$ cat config.mk
export PLATFORM = sky130hd
export DESIGN_NAME = pcdm_top
export DESIGN_NICKNAME = d
export VERILOG_FILES = /design/src/pcdm_top.v /design/src/pcdm_idsel_dec.v
export VERILOG_INCLUDE_DIRS = /design/src
export SDC_FILE = /design/constraint.sdc
export NUM_CORES = 1
export LEC_CHECK = 0
export BUFFER_PORTS_ARGS = -buffer_cell sky130_fd_sc_hd__buf_2
export CORE_ASPECT_RATIO = 0.8
export CORE_MARGIN = 8
export CORE_UTILIZATION = 41
export CTS_CLUSTER_SIZE = 40
export DETAILED_ROUTE_END_ITERATION = 8
export GPL_ROUTABILITY_DRIVEN = 0
export PLACE_DENSITY = 0.8
export SYNTH_ARGS = -nofsm -noshare
export SYNTH_HDL_FRONTEND = slang
export SYNTH_HIERARCHICAL = 1
export SYNTH_SLANG_ARGS = --single-unit
$ cat constraint.sdc
create_clock -name i_clk_sys -period 1.6 [get_ports i_clk_sys]
set_input_delay 0.32 -clock i_clk_sys [delete_from_list [all_inputs] [get_ports i_clk_sys]]
set_output_delay 0.32 -clock i_clk_sys [all_outputs]
set_load 0.1 [all_outputs]
$ cat src/pcdm_map.vh
// offsets, field positions, reset values and widths of the device masking logic
`ifndef PCDM_MAP_VH
`define PCDM_MAP_VH

`define PCDM_CVM_OFFSET     8'h44
`define PCDM_CVM_WIDTH      16
`define PCDM_CVM_RESET      16'h0000
`define PCDM_CVM_WR_MASK    16'h013F
`define PCDM_SLOT_COUNT     6
`define PCDM_LAN_BIT        8
`define PCDM_LAN_DEVICE     5'h08
`define PCDM_IDSEL_WIDTH    16
`define PCDM_IDSEL_BASE_AD  16

`endif

$ cat src/pcdm_top.v
// secondary bus configuration visibility mask and idsel gating
`include "pcdm_map.vh"

module pcdm_top (
  input  wire                         i_clk_sys,
  input  wire                         i_reset_n,
  input  wire                         i_ce,
  input  wire                         i_reg_sel,
  input  wire                         i_reg_write,
  input  wire [7:0]                   i_reg_addr,
  input  wire [3:0]                   i_reg_be,
  input  wire [31:0]                  i_reg_wdata,
  output reg  [31:0]                  o_reg_rdata,
  output reg                          o_reg_ack,
  input  wire                         i_cyc_start,
  input  wire                         i_cyc_end,
  input  wire                         i_cyc_type0,
  input  wire [4:0]                   i_cyc_device,
  output reg  [`PCDM_IDSEL_WIDTH-1:0] o_idsel,
  output reg                          o_lan_decode_en,
  output reg                          o_cyc_hidden,
  output reg                          o_cyc_active,
  output reg  [`PCDM_CVM_WIDTH-1:0]   o_config_visibility_mask
);

  localparam [0:0] CYC_IDLE  = 1'b0;
  localparam [0:0] CYC_BUSY  = 1'b1;
  localparam [7:0] CVM_BYTE  = `PCDM_CVM_OFFSET;
  localparam [5:0] CVM_DWORD = CVM_BYTE[7:2];

  reg  [`PCDM_CVM_WIDTH-1:0]   config_visibility_mask;
  reg  [`PCDM_CVM_WIDTH-1:0]   next_mask;
  reg  [31:0]                  next_rdata;
  reg                          cyc_state;
  reg                          next_cyc_state;
  reg                          cyc_load;
  reg                          cyc_clear;
  wire [`PCDM_IDSEL_WIDTH-1:0] dec_idsel;
  wire                         dec_hidden;
  wire                         dec_lan;
  wire                         reg_hit;
  wire                         reg_wr;
  wire                         reg_rd;
  wire [`PCDM_CVM_WIDTH-1:0]   bit_wr;

  // byte lane enable that covers a given mask bit; be[3:2] never reach the register
  function lane_of;
    input [3:0] be;
    input integer b;
    begin
      lane_of = (b < 8) ? be[0] : be[1];
    end
  endfunction

  // whether a mask bit has a write path at all
  function writable;
    input integer b;
    reg [`PCDM_CVM_WIDTH-1:0] wm;
    begin
      wm = `PCDM_CVM_WR_MASK;
      writable = wm[b];
    end
  endfunction

  // dword decode; the register occupies the low half of dword 44h
  assign reg_hit = i_reg_sel & (i_reg_addr[7:2] == CVM_DWORD);
  assign reg_wr  = reg_hit & i_reg_write;
  assign reg_rd  = reg_hit & ~i_reg_write;

  genvar b;
  generate
    for (b = 0; b < `PCDM_CVM_WIDTH; b = b + 1) begin : g_bit
      if (writable(b)) begin : g_rw
        assign bit_wr[b] = reg_wr & lane_of(i_reg_be, b);
      end else begin : g_rsvd
        // reserved bits have no write path, so they always read back zero
        assign bit_wr[b] = 1'b0;
      end
    end
  endgenerate

  always @* begin
    next_mask = (config_visibility_mask & ~bit_wr)
              | (i_reg_wdata[15:0] & bit_wr);
  end

  always @* begin
    next_rdata = 32'h00000000;
    if (reg_rd) begin
      next_rdata = {16'h0000, config_visibility_mask};
    end
  end

  // cycle tracker: start wins over end on the same edge
  always @* begin
    next_cyc_state = cyc_state;
    cyc_load = 1'b0;
    cyc_clear = 1'b0;
    case (cyc_state)
      CYC_IDLE: begin
        if (i_cyc_start) begin
          next_cyc_state = CYC_BUSY;
          cyc_load = 1'b1;
        end
      end
      CYC_BUSY: begin
        if (i_cyc_start) begin
          cyc_load = 1'b1;
        end else if (i_cyc_end) begin
          next_cyc_state = CYC_IDLE;
          cyc_clear = 1'b1;
        end
      end
      default: begin
        next_cyc_state = CYC_IDLE;
      end
    endcase
  end

  always @(posedge i_clk_sys or negedge i_reset_n) begin
    if (!i_reset_n) begin
      config_visibility_mask <= `PCDM_CVM_RESET;
    end else if (i_ce) begin
      config_visibility_mask <= next_mask;
    end
  end

  always @(posedge i_clk_sys or negedge i_reset_n) begin
    if (!i_reset_n) begin
      o_config_visibility_mask <= `PCDM_CVM_RESET;
    end else if (i_ce) begin
      o_config_visibility_mask <= next_mask;
    end
  end

  // every access taken while i_ce is high is acknowledged, mapped or not, so software never hangs
  always @(posedge i_clk_sys or negedge i_reset_n) begin
    if (!i_reset_n) begin
      o_reg_ack <= 1'b0;
    end else if (i_ce) begin
      o_reg_ack <= i_reg_sel;
    end
  end

  always @(posedge i_clk_sys or negedge i_reset_n) begin
    if (!i_reset_n) begin
      o_reg_rdata <= 32'h00000000;
    end else if (i_ce) begin
      o_reg_rdata <= next_rdata;
    end
  end

  always @(posedge i_clk_sys or negedge i_reset_n) begin
    if (!i_reset_n) begin
      cyc_state <= CYC_IDLE;
    end else if (i_ce) begin
      cyc_state <= next_cyc_state;
    end
  end

  // decode uses the stored mask; a write landing on the start edge is not yet seen
  pcdm_idsel_dec u_dec (
    .i_device        (i_cyc_device),
    .i_type0         (i_cyc_type0),
    .i_mask          (config_visibility_mask),
    .o_idsel         (dec_idsel),
    .o_hidden        (dec_hidden),
    .o_lan_decode_en (dec_lan)
  );

  // outputs are captured at cycle start and held to its end, so a mid-cycle
  // write cannot tear a cycle already on the bus
  always @(posedge i_clk_sys or negedge i_reset_n) begin
    if (!i_reset_n) begin
      o_idsel <= {`PCDM_IDSEL_WIDTH{1'b0}};
    end else if (i_ce) begin
      if (cyc_load) begin
        o_idsel <= dec_idsel;
      end else if (cyc_clear) begin
        o_idsel <= {`PCDM_IDSEL_WIDTH{1'b0}};
      end
    end
  end

  always @(posedge i_clk_sys or negedge i_reset_n) begin
    if (!i_reset_n) begin
      o_lan_decode_en <= 1'b0;
    end else if (i_ce) begin
      if (cyc_load) begin
        o_lan_decode_en <= dec_lan;
      end else if (cyc_clear) begin
        o_lan_decode_en <= 1'b0;
      end
    end
  end

  // the hidden flag outlives the cycle so software can inspect the last attempt
  always @(posedge i_clk_sys or negedge i_reset_n) begin
    if (!i_reset_n) begin
      o_cyc_hidden <= 1'b0;
    end else if (i_ce) begin
      if (cyc_load) begin
        o_cyc_hidden <= dec_hidden;
      end
    end
  end

  always @(posedge i_clk_sys or negedge i_reset_n) begin
    if (!i_reset_n) begin
      o_cyc_active <= 1'b0;
    end else if (i_ce) begin
      o_cyc_active <= next_cyc_state;
    end
  end

endmodule

$ cat src/pcdm_idsel_dec.v
// device number to idsel line decode with per-slot hiding
`include "pcdm_map.vh"

module pcdm_idsel_dec (
  input  wire [4:0]                   i_device,
  input  wire                         i_type0,
  input  wire [`PCDM_CVM_WIDTH-1:0]   i_mask,
  output wire [`PCDM_IDSEL_WIDTH-1:0] o_idsel,
  output wire                         o_hidden,
  output wire                         o_lan_decode_en
);

  wire [`PCDM_IDSEL_WIDTH-1:0] raw_sel;
  wire [`PCDM_IDSEL_WIDTH-1:0] kill;

  function hit;
    input [4:0] dev;
    input [4:0] n;
    begin
      hit = (dev == n);
    end
  endfunction

  genvar g;
  generate
    for (g = 0; g < `PCDM_IDSEL_WIDTH; g = g + 1) begin : g_line
      localparam [4:0] DEV_NUM = g;
      // line g carries idsel for device g, i.e. AD(16+g)
      assign raw_sel[g] = i_type0 & hit(i_device, DEV_NUM);
      if (g < `PCDM_SLOT_COUNT) begin : g_slot
        assign kill[g] = i_mask[g];
      end else begin : g_free
        // device 8 keeps its line: the lan hide acts on internal decode only
        assign kill[g] = 1'b0;
      end
    end
  endgenerate

  assign o_idsel = raw_sel & ~kill;
  assign o_hidden = |(raw_sel & kill);
  assign o_lan_decode_en = i_type0 & hit(i_device, `PCDM_LAN_DEVICE)
                           & ~i_mask[`PCDM_LAN_BIT];

endmodule

==> flow_summary_export.csv, run 1 <==
group,metric,value,unit
global_route,overflow,0,
finish,seqCellArea,857,µm²
timing,clock.fmax,676,MHz
synthesis,ys_seq_area_share,48.2,%
pwr,power,2.23,mW
global_route,grt_pass1_wl,6.74,mm
timing,clock_skew,0.00438,ns
clock_network,clock-sinks,34,
clock_network,cts_root_buffer,"clkbuf_8",
routing,dr.first_iter.drc_count,52,
finish,fill_cells,403,
global_route,track_usage,13.3,%
finish,fin_util,53.9,%
timing,min_period,1.48,ns
critical_path,worst_ep_arrival_time,1.16,ns
clock_network,postCtsSetupBuffers,0,
global_route,grt_pass1_vias,1345,
timing,hold_viol_final,0,
critical_path,path_cells,"buf_2",
clock_network,clock_latency,0.27,ns
clock_network,cts_made_buffers,5,
critical_path,worst-path-max-fanout,5,
critical_path,cp_slowest_stage_delay,0.46,ns
routing,drt_first_pass_iters,4,
critical_path,cp-start-kind,"flip-flop",
critical_path,crit_buf_inv,1,
synthesis,synth_top_cell_area_share,48.2,%
synthesis,ys_warn_count,6,
clock_network,clk_path_buf_depth,2,
timing,hold_ws,0.0646,ns
floorplan,fp.dieH,74.7,µm
clock_network,cts_tree,"built",
routing,vias_per_cell,4.58,
finish,finalNonFillerCells,293,
critical_path,end_kind,"output port",
timing,finalSetupTns,0,ns
place,dpl_cell_area,2130,µm²
synthesis,synth-seq-cells,34,
clock_network,clk_pin_slew,0.07,ns
finish,final_nets,292,
critical_path,path_delay_family,"buffers and inverters",
pwr,p_per_area,998,nW/µm²
hold_path,hold_class,"in2async",
global_route,antenna_found_initial,0,
routing,routed_wl,4.29,mm
critical_path,cp.required,1.28,ns
timing,slew_viol_final,0,
synthesis,ys_top_cells_by_area,"dfrtp_1 (48%), buf_4 (14%), a22o_1 (8.4%)",
timing,setup_ws,0.120,ns
place,hpwlAfterDp,3.38,mm
routing,ant_nets,0,
floorplan,start_util,42.6,%
finish,multi_input_area,761,µm²
floorplan,num_io_pins,125,
place,pre_cts_ws,-0.158,ns
critical_path,critPathKind,"reg2out",
synthesis,synth_cells,158,
timing,setup_viol,0,
timing,worst_pin_slew,0.546,ns
clock_network,post_cts_resize_count,0,
finish,layout-drive-gt1-share,47.0,%
floorplan,core,4150,µm²
pwr,power.leakage,1.23,nW
critical_path,cp_slowest_cell,"buf_2",
run_status,outcome,"complete, no violations",
synthesis,avgSynthCellArea,11.2,µm²
routing,vias,1341,
synthesis,yosysTopAreaCell,"dfrtp_1",
clock_network,ctsHtreeMaxLevel,2,
timing,maxSlewHeadroom,63.5,%
timing,rsz0062_at_grt,"false",
floorplan,die-area,6680,µm²
finish,syn_to_final_growth,26.6,%
pwr,vdd_drop_max,0.441,mV
clock_network,postCtsHoldBufs,0,
synthesis,synth_area,1770,µm²
timing,finalCritPeriodShare,92.5,%
routing,remaining_drc_errors,0,
synthesis,yosysUniqueCellTypes,28,
routing,post_drt_wl_per_cell,14.6,µm
finish,antenna_cells,0,
place,port_buffers,61,
floorplan,die_w,89.4,µm
global_route,grt_max_degree,35,
place,dp_cells,285,
job,max_cap_viol_count,0,
finish,fin_area,2240,µm²
floorplan,num_rows,21,
[layer usage]
metal / GRT usage [%] / wire length [µm] / vias up / share of wire (%)
li1: - / - / 650 / -
met1: 16.5 / 1780 / 640 / 41
met4: 3.86 / 38 / 0 / 0.89
met3: 5.02 / 369 / 4 / 8.6
met5: 0 / 0 / - / 0
met2: 21.2 / 2110 / 47 / 49
[worst paths after layout]
path | startpoint | endpoint | slack (ns) | depth (start not counted)
worst max-delay path | flip-flop | o_config_visibility_mask[2] | 0.12 | 1
worst min register to register | o_idsel[8] | o_idsel[8] | 0.49 | 1
worst min-delay path | i_reset_n | async pin | 0.06 | 2
min in group i_clk_sys | i_reg_wdata[5] | flip-flop | 0.28 | 2
worst max register to register | cyc_state | o_idsel[1] | 0.34 | 3
max in group asynchronous | i_reset_n | async pin | 1.21 | 2
[Yosys cell counts]
cell       number
a21o_1          2
a22o_1         17
a31o_2          7
and2_1          1
buf_1           1
buf_2           1
buf_4          34
clkbuf_1        4
conb_1          1
dfrtp_1        34
mux2_2          9
mux2i_1         3
nand2_1         3
nand2b_1        2
nand3_1         2
nand3b_1        2
nand4b_1        1
nand4bb_1       1
nor2_1         10
nor2b_1         7
nor3_1          8
nor3_2          1
nor3_4          1
o22a_1          1
o32ai_1         1
or2_2           2
or4b_1          1
or4b_4          1
[cells in the final DEF (no fill, tap or decap), drive strengths merged]
| cell type | n |
|---|---|
| buf | 77 |
| conb | 34 |
| a31o | 7 |
| nor2 | 10 |
| nand2 | 3 |
| a21o | 2 |
| nand2b | 2 |
| mux2i | 3 |
| nand4bb | 1 |
| or2 | 2 |
| or4b | 2 |
| clkbuf | 8 |
| and2 | 1 |
| a22o | 17 |
| o22a | 1 |
| nor2b | 7 |
| dfrtp | 34 |
| o32ai | 1 |
| nand3b | 2 |
| nor3 | 10 |
| nand4b | 1 |
| mux2 | 9 |
| nand3 | 2 |
[cell families after synthesis]
kind of cell	Yosys count	share of synthesized area (%)
other	1	0.212
flip-flops	34	48.2
buffers and inverters	40	15.8
multiplexers	12	7.44
AO/OA/AOI/OAI	28	13.7
AND/OR/NAND/NOR	43	14.7
[report_power, final]
part           total (mW)  internal, mW  switching, mW  leakage (nW)
sequential          0.889         0.876         0.0126         0.461
combinational       0.631        0.0777          0.553         0.710
clock               0.712         0.434          0.278        0.0575
total                2.23          1.39          0.844          1.23
[area by class of cell]
cell class,count,share of cell area [%]
clock buffer,8,4.92
sequential,34,38.3
tap,57,3.19
multi-input combinational,117,34.0
timing repair buffer,77,19.6
(Power assumes the default switching activity.)
==> run 2, diff against run 1 <==
- SYNTH_HIERARCHICAL: 1 -> default
==> run 2 against run 1 <==
Register-to-register slack improved by 0.17 ns. Via count rose by 0.37%. Global-route usage rose by 0.83 points. Worst hold slack improved by 0.17 ns. Die area fell by 0.69%. Wire length rose by 4.8%. Worst setup slack got worse by 0.035 ns. Synthesized cell count rose by 0.63%. Design area fell by 4.6%. Clock skew rose by 0.0021 ns. Critical endpoint is now o_config_visibility_mask[5].
==> flow_summary_export.csv, run 2 <==
group,metric,value,unit
critical_path,cp.required,1.28,ns
routing,vias,1346,
global_route,use_met3,6.40,%
clock_network,cts_tree,"built",
finish,finalNonFillerCells,286,
global_route,antenna_found_initial,0,
synthesis,synth_ff_type,"dfrtp_1",
clock_network,cts_made_buffers,5,
finish,mostFrequentLayoutCells,"buf_2 (61), conb_1 (34), dfrtp_1 (33)",
synthesis,ys_warn_count,0,
critical_path,r2r_start,"o_cyc_active",
timing,hold_viol_final,0,
pwr,p_per_area,1030,nW/µm²
synthesis,avgSynthCellArea,11.0,µm²
floorplan,core,4150,µm²
critical_path,cp_slowest_cell,"buf_2",
run_status,outcome,"complete, no violations",
place,pre_cts_ws,-0.0157,ns
pwr,vdd_drop_max,0.436,mV
critical_path,path_cells,"buf_2",
critical_path,crit_buf_inv,1,
routing,routed_wl,4.50,mm
floorplan,die-area,6630,µm²
hold_path,holdPathStages,2,
synthesis,synth_edf_count,0,
critical_path,critPathKind,"reg2out",
critical_path,path_delay_family,"buffers and inverters",
critical_path,worst_ep_arrival_time,1.20,ns
synthesis,synth_top_family_by_area,"buffers and inverters",
synthesis,yosysTopAreaCell,"dfrtp_1",
floorplan,num_io_pins,125,
place,hpwlAfterDp,3.53,mm
synthesis,synth-seq-cells,34,
timing,min_period,1.52,ns
synthesis,synth_top_cell_area_share,48.6,%
critical_path,r2r_slack,0.51,ns
timing,finalCritPeriodShare,94.7,%
synthesis,async_flop_share,100,%
timing,setup_viol,0,
routing,drt_first_pass_iters,4,
synthesis,synth_area,1750,µm²
global_route,grt_util_met1,17.6,%
hold_path,hold_class,"in2reg",
routing,vias_per_cell,4.71,
floorplan,num_rows,21,
global_route,grtUsageMet2,20.4,%
finish,syn_to_final_growth,21.9,%
synthesis,synthSimpleGateAreaFrac,15.6,%
clock_network,clock-sinks,34,
clock_network,clk_path_buf_depth,2,
synthesis,synth_cells,159,
finish,antenna_cells,0,
global_route,overflow,0,
job,max_cap_viol_count,0,
timing,slew_viol_final,0,
finish,final_common_cell,"buf_2",
critical_path,cp-start-kind,"flip-flop",
global_route,grt_max_degree,19,
clock_network,postCtsSetupBuffers,0,
global_route,track_usage,14.1,%
timing,setup_ws,0.0845,ns
critical_path,worst-path-max-fanout,5,
global_route,grt_pass1_vias,1366,
floorplan,start_util,42.2,%
finish,fin_area,2130,µm²
synthesis,yosys-top-cells-count,"buf_4 (34), dfrtp_1 (34), nand2_1 (22)",
timing,clock_skew,0.00645,ns
timing,rsz0062_at_grt,"false",
synthesis,synth-compound-area-share,13.2,%
critical_path,end_kind,"output port",
finish,final_nets,285,
hold_path,holdCritStartpoint,"i_reg_wdata[3]",
synthesis,synth_fa_ha_area_share,0,%
global_route,busiest_layer,"met2",
synthesis,yosysUniqueCellTypes,35,
routing,post_drt_wl_per_cell,15.7,µm
synthesis,ys_seq_area_share,48.6,%
place,dpl_cell_area,2030,µm²
routing,remaining_drc_errors,0,
critical_path,cp_slowest_stage_delay,0.46,ns
floorplan,die_w,89.1,µm
place,dp_cells,277,
clock_network,cts_root_buffer,"clkbuf_8",
global_route,grt_pass1_wl,6.94,mm
floorplan,fp.dieH,74.5,µm
place,port_buffers,61,
routing,dr.first_iter.drc_count,50,
timing,clock.fmax,660,MHz
pwr,power.leakage,1.18,nW
clock_network,clock_latency,0.29,ns
critical_path,worstRegToRegCells,5,
synthesis,ys_top_cells_by_area,"dfrtp_1 (49%), buf_4 (15%), a22o_1 (6.0%)",
clock_network,ctsHtreeMaxLevel,2,
finish,layout-drive-gt1-share,36.7,%
pwr,power,2.20,mW
critical_path,timing.rr.end,"o_idsel[1]",
routing,ant_nets,0,
synthesis,synth_xor_area_share,0,%
clock_network,clk_pin_slew,0.07,ns
synthesis,muxShareOfSynthArea,5.64,%
-- run 2: layout make-up --
type,count,area [µm²]
clock buffer,7,86.3
clock inverter,1,5.00
fill,414,2020
inverter,4,15.0
multi-input combinational,115,732
sequential,34,852
tap,57,71.3
timing repair buffer,68,373
-- run 2: stage by stage --
stage          utilization (%)  hold WS [ns]  TNS (ns)
5_1_grt                   51.4         0.222         0
3_5_place_dp              49.0         0.282   -0.0424
6_report                  51.4         0.237         0
2_1_floorplan                -        0.0244         0
3_3_place_gp              49.0         0.284         0
4_1_cts                   51.4         0.230         0
-- run 2: report_power, final --
part / switching, mW / leakage, nW / internal, mW
logic: 0.583 / 0.664 / 0.0730
registers: 0.0132 / 0.466 / 0.878
clock network: 0.305 / 0.0482 / 0.347
-- run 2: metal layers --
| metal | vias to the layer above | share of wire, % |
|---|---|---|
| li1 | 628 | - |
| met1 | 638 | 43 |
| met2 | 71 | 44 |
| met3 | 9 | 11 |
| met4 | 0 | 1.9 |
| met5 | - | 0 |
-- run 2: worst max path at each step --
stage,from,to,slack [ns],cells past startpoint
floorplan,flip-flop,o_cyc_hidden,0.02,4
CTS,flip-flop,o_config_visibility_mask[5],0.06,1
global placement,i_reg_addr[5],flip-flop,0.008,5
finish,flip-flop,o_config_visibility_mask[5],0.08,1
global route,flip-flop,o_config_visibility_mask[5],0.03,1
detailed placement,i_reg_addr[5],flip-flop,-0.02,5
-- run 2: logic make-up (layout without fill, tap and decap cells) --
| kind of cell | Yosys count | count (layout) |
|---|---|---|
| DFF | 34 | 34 |
| AOI/OAI and AO/OA | 30 | 30 |
| muxes | 9 | 9 |
| other | 1 | 34 |
| buffers and inverters | 43 | 80 |
| and+or+nand+nor | 42 | 42 |
-- run 2: repair_timing --
item                                   in CTS  in global routing
endpoints found under the hold margin      17                  0
hold buffers                                1                  0
resized for setup                           0                  0
